[config.mk]
export PLATFORM = sky130hd
export DESIGN_NAME = ocfr_top
export DESIGN_NICKNAME = d
export VERILOG_FILES = /design/src/verilog/ocfr_pkg.sv /design/src/verilog/ocfr_deglitch.sv /design/src/verilog/ocfr_response.sv /design/src/verilog/ocfr_top.sv
export SDC_FILE = /design/constraint.sdc
export NUM_CORES = 1
export LEC_CHECK = 0
export BUFFER_PORTS_ARGS = -buffer_cell sky130_fd_sc_hd__buf_2
export CORE_MARGIN = 10
export CORE_UTILIZATION = 61
export CTS_BUF_LIST = sky130_fd_sc_hd__clkbuf_8
export DETAILED_ROUTE_END_ITERATION = 12
export HOLD_SLACK_MARGIN = 0.06
export PLACE_DENSITY_LB_ADDON = 0.2
export SLEW_MARGIN = 20
export SYNTH_ARGS = -nofsm -noshare
export SYNTH_HDL_FRONTEND = slang
export SYNTH_SLANG_ARGS = --single-unit
[constraint.sdc]
create_clock -name mclk_in -period 4.3 [get_ports mclk_in]
set_input_delay 0.43 -clock mclk_in [delete_from_list [all_inputs] [get_ports mclk_in]]
set_output_delay 0.43 -clock mclk_in [all_outputs]
set_load 0.1 [all_outputs]
[src/verilog/ocfr_pkg.sv]
// Package: register map, field positions, reset values and timing for overcurrent response config
`default_nettype none
package ocfr_pkg;
   localparam int unsigned CLK_HZ = 40_000_000;
   localparam logic [3:0] ADDR_CTRL1 = 4'h2;
   localparam logic [3:0] ADDR_PROT  = 4'h3;
   localparam logic [3:0] ADDR_SENSE = 4'h4;
   localparam int unsigned CTRL1_CLR_BIT = 11;
   // protection_response_config fields
   localparam int unsigned DS_MODE_LSB  = 10;
   localparam int unsigned DS_TH_LSB    = 6;
   localparam int unsigned DEG_LSB      = 4;
   localparam int unsigned DS_RETRY_BIT = 3;
   localparam int unsigned SH_RETRY_BIT = 2;
   localparam int unsigned SH_MODE_LSB  = 0;
   localparam logic [11:0] PROT_RESET = 12'h250;
   // sense_amplifier_config fields
   localparam int unsigned SH_TH_LSB    = 9;
   localparam int unsigned CS_GAIN_LSB  = 7;
   localparam int unsigned CAL_A_BIT    = 6;
   localparam int unsigned CAL_B_BIT    = 5;
   localparam int unsigned CAL_C_BIT    = 4;
   localparam int unsigned BACK_EMF_SENSE_ENABLE_BIT  = 3;
   localparam int unsigned BEMF_G_LSB   = 1;
   localparam int unsigned COMMON_BIT   = 0;
   localparam logic [11:0] SENSE_RESET  = 12'hb02;
   localparam logic [11:0] SENSE_SELFCLR = 12'h070;
   // Response modes
   localparam logic [1:0] MODE_LATCH  = 2'h0;
   localparam logic [1:0] MODE_RETRY  = 2'h1;
   localparam logic [1:0] MODE_REPORT = 2'h2;
   localparam logic [1:0] MODE_IGNORE = 2'h3;
   // Times in ns
   localparam int unsigned DEG0_NS = 1400;
   localparam int unsigned DEG1_NS = 2200;
   localparam int unsigned DEG2_NS = 3200;
   localparam int unsigned DEG3_NS = 5400;
   localparam int unsigned RETRY_LONG_NS  = 4_000_000;
   localparam int unsigned RETRY_SHORT_NS = 70_000;
   localparam int unsigned NS_PER_S = 1_000_000_000;
   localparam int unsigned CPNS = NS_PER_S / CLK_HZ;
   // Least times round up
   localparam int unsigned DEG0_CYC = (DEG0_NS + CPNS - 1) / CPNS;
   localparam int unsigned DEG1_CYC = (DEG1_NS + CPNS - 1) / CPNS;
   localparam int unsigned DEG2_CYC = (DEG2_NS + CPNS - 1) / CPNS;
   localparam int unsigned DEG3_CYC = (DEG3_NS + CPNS - 1) / CPNS;
   localparam int unsigned RETRY_LONG_CYC  = (RETRY_LONG_NS + CPNS - 1) / CPNS;
   localparam int unsigned RETRY_SHORT_CYC = (RETRY_SHORT_NS + CPNS - 1) / CPNS;
   localparam int unsigned CNT_W = 18;
endpackage
`default_nettype wire

[src/verilog/ocfr_deglitch.sv]
// Filter that passes a condition once it has persisted for a programmed cycle count
`timescale 1ns/1ps
`default_nettype none
module ocfr_deglitch (
   input  wire logic        mclk_in,
   input  wire logic        nrst_in,
   input  wire logic        cond_in,
   input  wire logic [7:0]  count_in,
   output logic             qual_out
);
   logic [7:0] cnt_r;
   logic [7:0] cnt_nxt;
   logic       qual_r;
   logic       reached;

   assign reached  = cond_in && (cnt_r >= count_in - 8'h01);
   assign cnt_nxt  = !cond_in ? 8'h00 : (reached ? cnt_r : cnt_r + 8'h01);
   assign qual_out = qual_r;

   always_ff @(posedge mclk_in) begin
      if (!nrst_in) begin
         cnt_r  <= 8'h00;
         qual_r <= 1'b0;
      end else begin
         cnt_r  <= cnt_nxt;
         qual_r <= reached;
      end
   end
endmodule
`default_nettype wire

[src/verilog/ocfr_response.sv]
// Per-fault response engine: latch, timed retry, report only or ignore
`timescale 1ns/1ps
`default_nettype none
module ocfr_response (
   input  wire logic                      mclk_in,
   input  wire logic                      nrst_in,
   input  wire logic                      fault_in,
   input  wire logic [1:0]                mode_in,
   input  wire logic                      short_delay_in,
   input  wire logic                      release_in,
   output logic                           flag_out,
   output logic                           report_out,
   output logic                           shutdown_out
);
   typedef enum logic [1:0] {ST_IDLE, ST_LATCHED, ST_WAIT} ocfr_rsp_type;
   ocfr_rsp_type st_r;
   ocfr_rsp_type st_nxt;
   logic [ocfr_pkg::CNT_W-1:0] cnt_r;
   logic [ocfr_pkg::CNT_W-1:0] cnt_nxt;
   logic [ocfr_pkg::CNT_W-1:0] delay;
   logic flag_r;
   logic flag_nxt;
   logic protect;

   assign delay = short_delay_in ? ocfr_pkg::CNT_W'(ocfr_pkg::RETRY_SHORT_CYC)
                                 : ocfr_pkg::CNT_W'(ocfr_pkg::RETRY_LONG_CYC);
   assign protect = (mode_in == ocfr_pkg::MODE_LATCH) || (mode_in == ocfr_pkg::MODE_RETRY);
   // Set wins over clear so a fault in the clear cycle survives
   assign flag_nxt = fault_in ? 1'b1 : (release_in ? 1'b0 : flag_r);

   always_comb begin
      st_nxt  = st_r;
      cnt_nxt = cnt_r;
      case (st_r)
         ST_IDLE: begin
            if (fault_in && mode_in == ocfr_pkg::MODE_LATCH) begin
               st_nxt = ST_LATCHED;
            end else if (fault_in && mode_in == ocfr_pkg::MODE_RETRY) begin
               st_nxt  = ST_WAIT;
               cnt_nxt = '0;
            end
         end
         ST_LATCHED: begin
            if (release_in && !fault_in) begin
               st_nxt = ST_IDLE;
            end
         end
         ST_WAIT: begin
            if (fault_in) begin
               cnt_nxt = '0;
            end else if (cnt_r >= delay - ocfr_pkg::CNT_W'(1)) begin
               st_nxt = ST_IDLE;
            end else begin
               cnt_nxt = cnt_r + ocfr_pkg::CNT_W'(1);
            end
         end
         default: st_nxt = ST_IDLE;
      endcase
   end

   assign flag_out     = flag_r;
   assign shutdown_out = (st_r != ST_IDLE);
   assign report_out   = flag_r && (mode_in != ocfr_pkg::MODE_IGNORE);

   always_ff @(posedge mclk_in) begin
      if (!nrst_in) begin
         st_r   <= ST_IDLE;
         cnt_r  <= '0;
         flag_r <= 1'b0;
      end else begin
         st_r   <= protect || st_r != ST_IDLE ? st_nxt : ST_IDLE;
         cnt_r  <= cnt_nxt;
         flag_r <= flag_nxt;
      end
   end
endmodule
`default_nettype wire

[src/verilog/ocfr_top.sv]
// Overcurrent fault response and sense amplifier configuration registers
`timescale 1ns/1ps
`default_nettype none
module ocfr_top (
   input  wire logic        mclk_in,
   input  wire logic        nrst_in,
   input  wire logic        reg_wr_in,
   input  wire logic [3:0]  reg_addr_in,
   input  wire logic [11:0] reg_wdata_in,
   output logic [11:0]      reg_rdata_out,
   input  wire logic        enable_pin_in,
   input  wire logic [5:0]  ds_over_in,
   input  wire logic [2:0]  shunt_over_in,
   input  wire logic        cal_a_done_in,
   input  wire logic        cal_b_done_in,
   input  wire logic        cal_c_done_in,
   input  wire logic        cal_bemf_done_in,
   output logic [3:0]       drain_source_threshold_code_out,
   output logic [2:0]       shunt_overcurrent_threshold_out,
   output logic [1:0]       cs_gain_out,
   output logic [1:0]       back_emf_gain_out,
   output logic             back_emf_sense_enable_out,
   output logic             amp_c_for_bemf_out,
   output logic             use_common_pin_out,
   output logic             cal_a_start_out,
   output logic             cal_b_start_out,
   output logic             cal_c_start_out,
   output logic             cal_bemf_start_out,
   output logic             drain_source_overcurrent_flag_out,
   output logic             shunt_overcurrent_flag_out,
   output logic             fault_output_pin_n_out,
   output logic             gate_disable_out
);
   logic [11:0] prot_r;
   logic [11:0] sense_r;
   logic [11:0] sense_nxt;
   logic [11:0] rdata_r;
   logic [11:0] rdata_nxt;
   logic        en_d_r;
   logic        wr_prot;
   logic        wr_sense;
   logic        clr_cmd;
   logic        en_release;
   logic        release_all;
   logic [1:0]  ds_mode;
   logic [1:0]  sh_mode;
   logic [1:0]  deg_sel;
   logic [7:0]  deg_cnt;
   logic        ds_raw;
   logic        sh_raw;
   logic        ds_qual;
   logic        sh_qual;
   logic        ds_report;
   logic        sh_report;
   logic        ds_shut;
   logic        sh_shut;
   logic        cal_c_route;
   logic        cal_c_done;
   logic [11:0] cal_done_mask;

   function automatic logic [7:0] deg_cycles(input logic [1:0] sel);
      case (sel)
         2'h0:    deg_cycles = 8'(ocfr_pkg::DEG0_CYC);
         2'h1:    deg_cycles = 8'(ocfr_pkg::DEG1_CYC);
         2'h2:    deg_cycles = 8'(ocfr_pkg::DEG2_CYC);
         default: deg_cycles = 8'(ocfr_pkg::DEG3_CYC);
      endcase
   endfunction

   assign wr_prot  = reg_wr_in && (reg_addr_in == ocfr_pkg::ADDR_PROT);
   assign wr_sense = reg_wr_in && (reg_addr_in == ocfr_pkg::ADDR_SENSE);
   assign clr_cmd  = reg_wr_in && (reg_addr_in == ocfr_pkg::ADDR_CTRL1)
                     && reg_wdata_in[ocfr_pkg::CTRL1_CLR_BIT];
   // Rising enable ends a recovery low pulse
   assign en_release  = enable_pin_in && !en_d_r;
   assign release_all = clr_cmd || en_release;

   assign ds_mode = prot_r[ocfr_pkg::DS_MODE_LSB +: 2];
   assign sh_mode = prot_r[ocfr_pkg::SH_MODE_LSB +: 2];
   assign deg_sel = prot_r[ocfr_pkg::DEG_LSB +: 2];
   assign deg_cnt = deg_cycles(deg_sel);
   assign ds_raw  = |ds_over_in;
   assign sh_raw  = |shunt_over_in;

   assign drain_source_threshold_code_out = prot_r[ocfr_pkg::DS_TH_LSB +: 4];
   assign shunt_overcurrent_threshold_out = sense_r[ocfr_pkg::SH_TH_LSB +: 3];
   assign cs_gain_out       = sense_r[ocfr_pkg::CS_GAIN_LSB +: 2];
   assign back_emf_gain_out = sense_r[ocfr_pkg::BEMF_G_LSB +: 2];
   assign back_emf_sense_enable_out = sense_r[ocfr_pkg::BACK_EMF_SENSE_ENABLE_BIT];
   assign amp_c_for_bemf_out        = sense_r[ocfr_pkg::BACK_EMF_SENSE_ENABLE_BIT];
   assign use_common_pin_out = sense_r[ocfr_pkg::COMMON_BIT];

   assign cal_a_start_out = sense_r[ocfr_pkg::CAL_A_BIT];
   assign cal_b_start_out = sense_r[ocfr_pkg::CAL_B_BIT];
   assign cal_c_route        = sense_r[ocfr_pkg::CAL_C_BIT];
   assign cal_c_start_out    = cal_c_route && !sense_r[ocfr_pkg::BACK_EMF_SENSE_ENABLE_BIT];
   assign cal_bemf_start_out = cal_c_route && sense_r[ocfr_pkg::BACK_EMF_SENSE_ENABLE_BIT];
   assign cal_c_done = sense_r[ocfr_pkg::BACK_EMF_SENSE_ENABLE_BIT] ? cal_bemf_done_in : cal_c_done_in;

   // Completion clears only the bit whose calibration finished
   always_comb begin
      cal_done_mask = 12'h000;
      cal_done_mask[ocfr_pkg::CAL_A_BIT] = cal_a_done_in;
      cal_done_mask[ocfr_pkg::CAL_B_BIT] = cal_b_done_in;
      cal_done_mask[ocfr_pkg::CAL_C_BIT] = cal_c_done;
   end

   // write then self-clear; a new start written in the done cycle wins
   assign sense_nxt = wr_sense ? reg_wdata_in : (sense_r & ~cal_done_mask);

   // readback, fault clear bit reads zero
   always_comb begin
      case (reg_addr_in)
         ocfr_pkg::ADDR_PROT:  rdata_nxt = prot_r;
         ocfr_pkg::ADDR_SENSE: rdata_nxt = sense_r;
         default:              rdata_nxt = 12'h000;
      endcase
   end
   assign reg_rdata_out = rdata_r;

   always_ff @(posedge mclk_in) begin
      if (!nrst_in) begin
         prot_r  <= ocfr_pkg::PROT_RESET;
         sense_r <= ocfr_pkg::SENSE_RESET;
         rdata_r <= 12'h000;
         en_d_r  <= 1'b1;
      end else begin
         if (wr_prot) begin
            prot_r <= reg_wdata_in;
         end
         sense_r <= sense_nxt;
         rdata_r <= rdata_nxt;
         en_d_r  <= enable_pin_in;
      end
   end

   ocfr_deglitch u_ds_deg (
      .mclk_in  (mclk_in),
      .nrst_in  (nrst_in),
      .cond_in  (ds_raw),
      .count_in (deg_cnt),
      .qual_out (ds_qual)
   );

   ocfr_deglitch u_sh_deg (
      .mclk_in  (mclk_in),
      .nrst_in  (nrst_in),
      .cond_in  (sh_raw),
      .count_in (deg_cnt),
      .qual_out (sh_qual)
   );

   ocfr_response u_ds_rsp (
      .mclk_in        (mclk_in),
      .nrst_in        (nrst_in),
      .fault_in       (ds_qual),
      .mode_in        (ds_mode),
      .short_delay_in (prot_r[ocfr_pkg::DS_RETRY_BIT]),
      .release_in     (release_all),
      .flag_out       (drain_source_overcurrent_flag_out),
      .report_out     (ds_report),
      .shutdown_out   (ds_shut)
   );

   ocfr_response u_sh_rsp (
      .mclk_in        (mclk_in),
      .nrst_in        (nrst_in),
      .fault_in       (sh_qual),
      .mode_in        (sh_mode),
      .short_delay_in (prot_r[ocfr_pkg::SH_RETRY_BIT]),
      .release_in     (release_all),
      .flag_out       (shunt_overcurrent_flag_out),
      .report_out     (sh_report),
      .shutdown_out   (sh_shut)
   );

   assign gate_disable_out       = ds_shut || sh_shut;
   assign fault_output_pin_n_out = !(ds_report || sh_report);
endmodule
`default_nettype wire
==> run_results.csv <==
group,metric,value,unit
floorplanning,core,0.00785,mm2
outcome,outcome,"complete, no violations",
synth,synth-seq-cells,97,
flow_run,maxCapViolations,0,
detailed_routing,via_count,4650,
sta,maxSlewHeadroom,30.8,%
layout,final_cells,756,
sta,rsz0062_at_grt,"no",
detailed_routing,via_per_inst,6.15,
clock_network,cts_made_buffers,9,
clock_network,cts_tree,"yes",
synth,ys_types,69,
critical_path,critPathMaxFanout,15,
floorplanning,die_x,111,um
layout,drive_gt1_share,15.9,%
sta,slew_viol_final,0,
synth,postSynthAreaPerCell,8.30,um2
clock_network,cts-root-buf,"clkbuf_8",
synth,ys_async_sr_fraction,0,%
detailed_routing,drc,0,
sta,fin_crit_sh,62.6,%
clock_network,clock_sinks,97,
clock_network,postCtsSetupBuffers,0,
clock_network,clock_latency,0.36,ns
layout,syn2layout_area_growth,10.3,%
sta,fmax,371,MHz
layout,final_nets,708,
detailed_routing,finalWirelength,12.3,mm
layout,antenna_cells,0,
critical_path,critPathKind,"flip-flop to flip-flop",
floorplanning,die_h,111,um
place,io_buffers,66,
detailed_routing,first_iter_violations,270,
sta,hold_violations,0,
layout,n_fill_cell,667,
floorplanning,num_rows,32,
place,place_inst,740,
synth,syn_nets,661,
sta,final.setup.tns,0,ns
global_routing,overflow,0,
sta,tightest_slew,1.03,ns
synth,yosys_warnings,0,
floorplanning,die_area,0.0122,mm2
sta,setup_viol,0,
critical_path,startpoint_type,"flip-flop",
detailed_routing,postRouteAntennaNets,0,
critical_path,cp.arrival,2.94,ns
place,hpwl,9.24,mm
global_routing,grt_max_degree,38,
synth,synth-seq-area-share,38.8,%
power,p_per_area,313,mW/mm2
floorplanning,io_pins,67,
global_routing,antenna_found_initial,0,
global_routing,track_usage,19.2,%
global_routing,grt_pass1_vias,4416,
critical_path,required,4.55,ns
sta,skew,0.0110,ns
floorplanning,start_util,63.7,%
clock_network,ctsResizeCount,0,
power,peakVddDrop,0.000218,V
clock_network,clockBufferDepth,2,
synth,ys.flop_type,"dfxtp_1",
power,power.leakage,2.15,nW
detailed_routing,wire_per_inst,16.2,um
clock_network,cts_hold_buf,0,
critical_path,endpoint_kind,"flip-flop",
place,globalplace.congestion,0.886,
sta,fin_crit,2.69,ns
clock_network,clkTransAtPathRegs,0.09,ns
synth,syn-instance-count,602,
worst_hold_path,min_path_type,"input pin to flip-flop",
clock_network,htree_num_levels,3,
detailed_routing,drt_first_pass_iters,5,
synth,syn_area,0.00500,mm2
global_routing,grt_pass1_wl,20.7,mm
synth,synth-edff-count,0,
-- registers in the layout, indices dropped and copies added (netlist names), 2 cells and up --
name / flops
u_ds_rsp.st_r: 2
u_ds_rsp.cnt_r: 18
sense_r: 12
u_sh_rsp.st_r: 2
u_sh_rsp.cnt_r: 18
u_sh_deg.cnt_r: 8
reg_rdata_out: 12
prot_r: 12
u_ds_deg.cnt_r: 8
-- cell families after synthesis --
kind of cell	synth area share [%]
xor+xnor	1.93
buf+inv	5.78
simple gates	25.2
compound gates	21.4
flops	38.8
fa+ha+maj	6.51
mux	0.401
-- layout by cell type, fill, tap and decap left out, types with 3 or more instances in the layout --
cell type   n
or4_1      13
nor2_1     50
dfxtp_1    97
and2_1      9
nand3b_1    5
or3_1       3
o211ai_1    7
inv_1      24
a211oi_1    6
o21bai_1    5
nand4_1     7
o21ai_0    22
o2111ai_1   3
a21oi_1    40
clkbuf_8   10
nor3_1      6
nand2_1    82
o31ai_1    20
a22oi_1    13
o41ai_1     6
nor4_1      3
ha_1       26
nand3_1    37
nand2b_1    5
xor2_1      5
a31oi_1    13
buf_2      66
and3_1      7
xnor2_1     6
-- power by group --
group	total [W]	internal, W	switching (W)	leakage, nW
Sequential	0.000924	0.000910	0.0000140	0.784
Combinational	0.000140	0.0000388	0.000101	1.25
Clock	0.000661	0.000346	0.000315	0.117
-- critical path, cell delays in order, from the launching register on --
cell	delay (ns)
dfxtp_1	0.48
inv_1	0.11
ha_1	0.31
nand3b_1	0.07
nor3_1	0.24
o211ai_2	0.17
a21oi_1	0.81
o21ai_0	0.25
o31ai_1	0.13
-- through the flow --
stage          hold WS (ns)  setup slack, ns  cell area, um2  power (W)  utilization, %
5_1_grt               0.296             1.42            5510    0.00178            70.3
3_3_place_gp          0.462             1.73            5290    0.00108            67.4
2_1_floorplan         0.443             1.52            5000    0.00105               -
6_report              0.296             1.61            5510    0.00173            70.3
3_5_place_dp          0.469             1.63            5290    0.00108            67.4
4_1_cts               0.286             1.66            5510    0.00174            70.3
-- routing by layer --
layer / global-route usage (%) / up-vias / wire (um)
met3: 4.65 / 21 / 857
met2: 31.7 / 162 / 5830
met5: 0 / - / 0
met1: 23.7 / 2174 / 5350
li1: - / 2293 / -
met4: 6.48 / 0 / 218
-- final timing paths --
kind                               startpoint  depth (start not counted)                 end  slack [ns]
worst max-delay path                prot_r[3]                          8  u_ds_rsp.cnt_r[16]        1.61
worst min-delay path            enable_pin_in                          2              en_d_r        0.30
worst max register to register      prot_r[3]                          8  u_ds_rsp.cnt_r[16]        1.61
worst min register to register      prot_r[8]                          2           prot_r[8]        0.48
-- cells in the mapped netlist, drive strengths merged, types with 10 or more instances --
library cell / instances / share of area [%]
o21ai: 25 / 2.6
buf: 23 / 3.2
o31ai: 20 / 3.0
a21oi: 42 / 4.4
ha: 26 / 6.5
inv: 25 / 1.9
nor2: 51 / 3.9
dfxtp: 97 / 39
or4: 15 / 2.4
and2: 10 / 1.3
a22oi: 13 / 2.0
a31oi: 13 / 1.6
nand2: 83 / 6.3
nand3: 37 / 3.7
-- final cells by class --
class	count	area, um2	area share, %
Multi-Input combinational cell	448	2780	50.4
Sequential cell	97	1940	35.2
Inverter	25	93.8	1.70
Tap cell	102	128	2.31
Clock buffer	10	138	2.50
Timing Repair Buffer	68	345	6.26
Clock inverter	6	87.6	1.59
No activity file was read; power rests on OpenSTA's default activity.
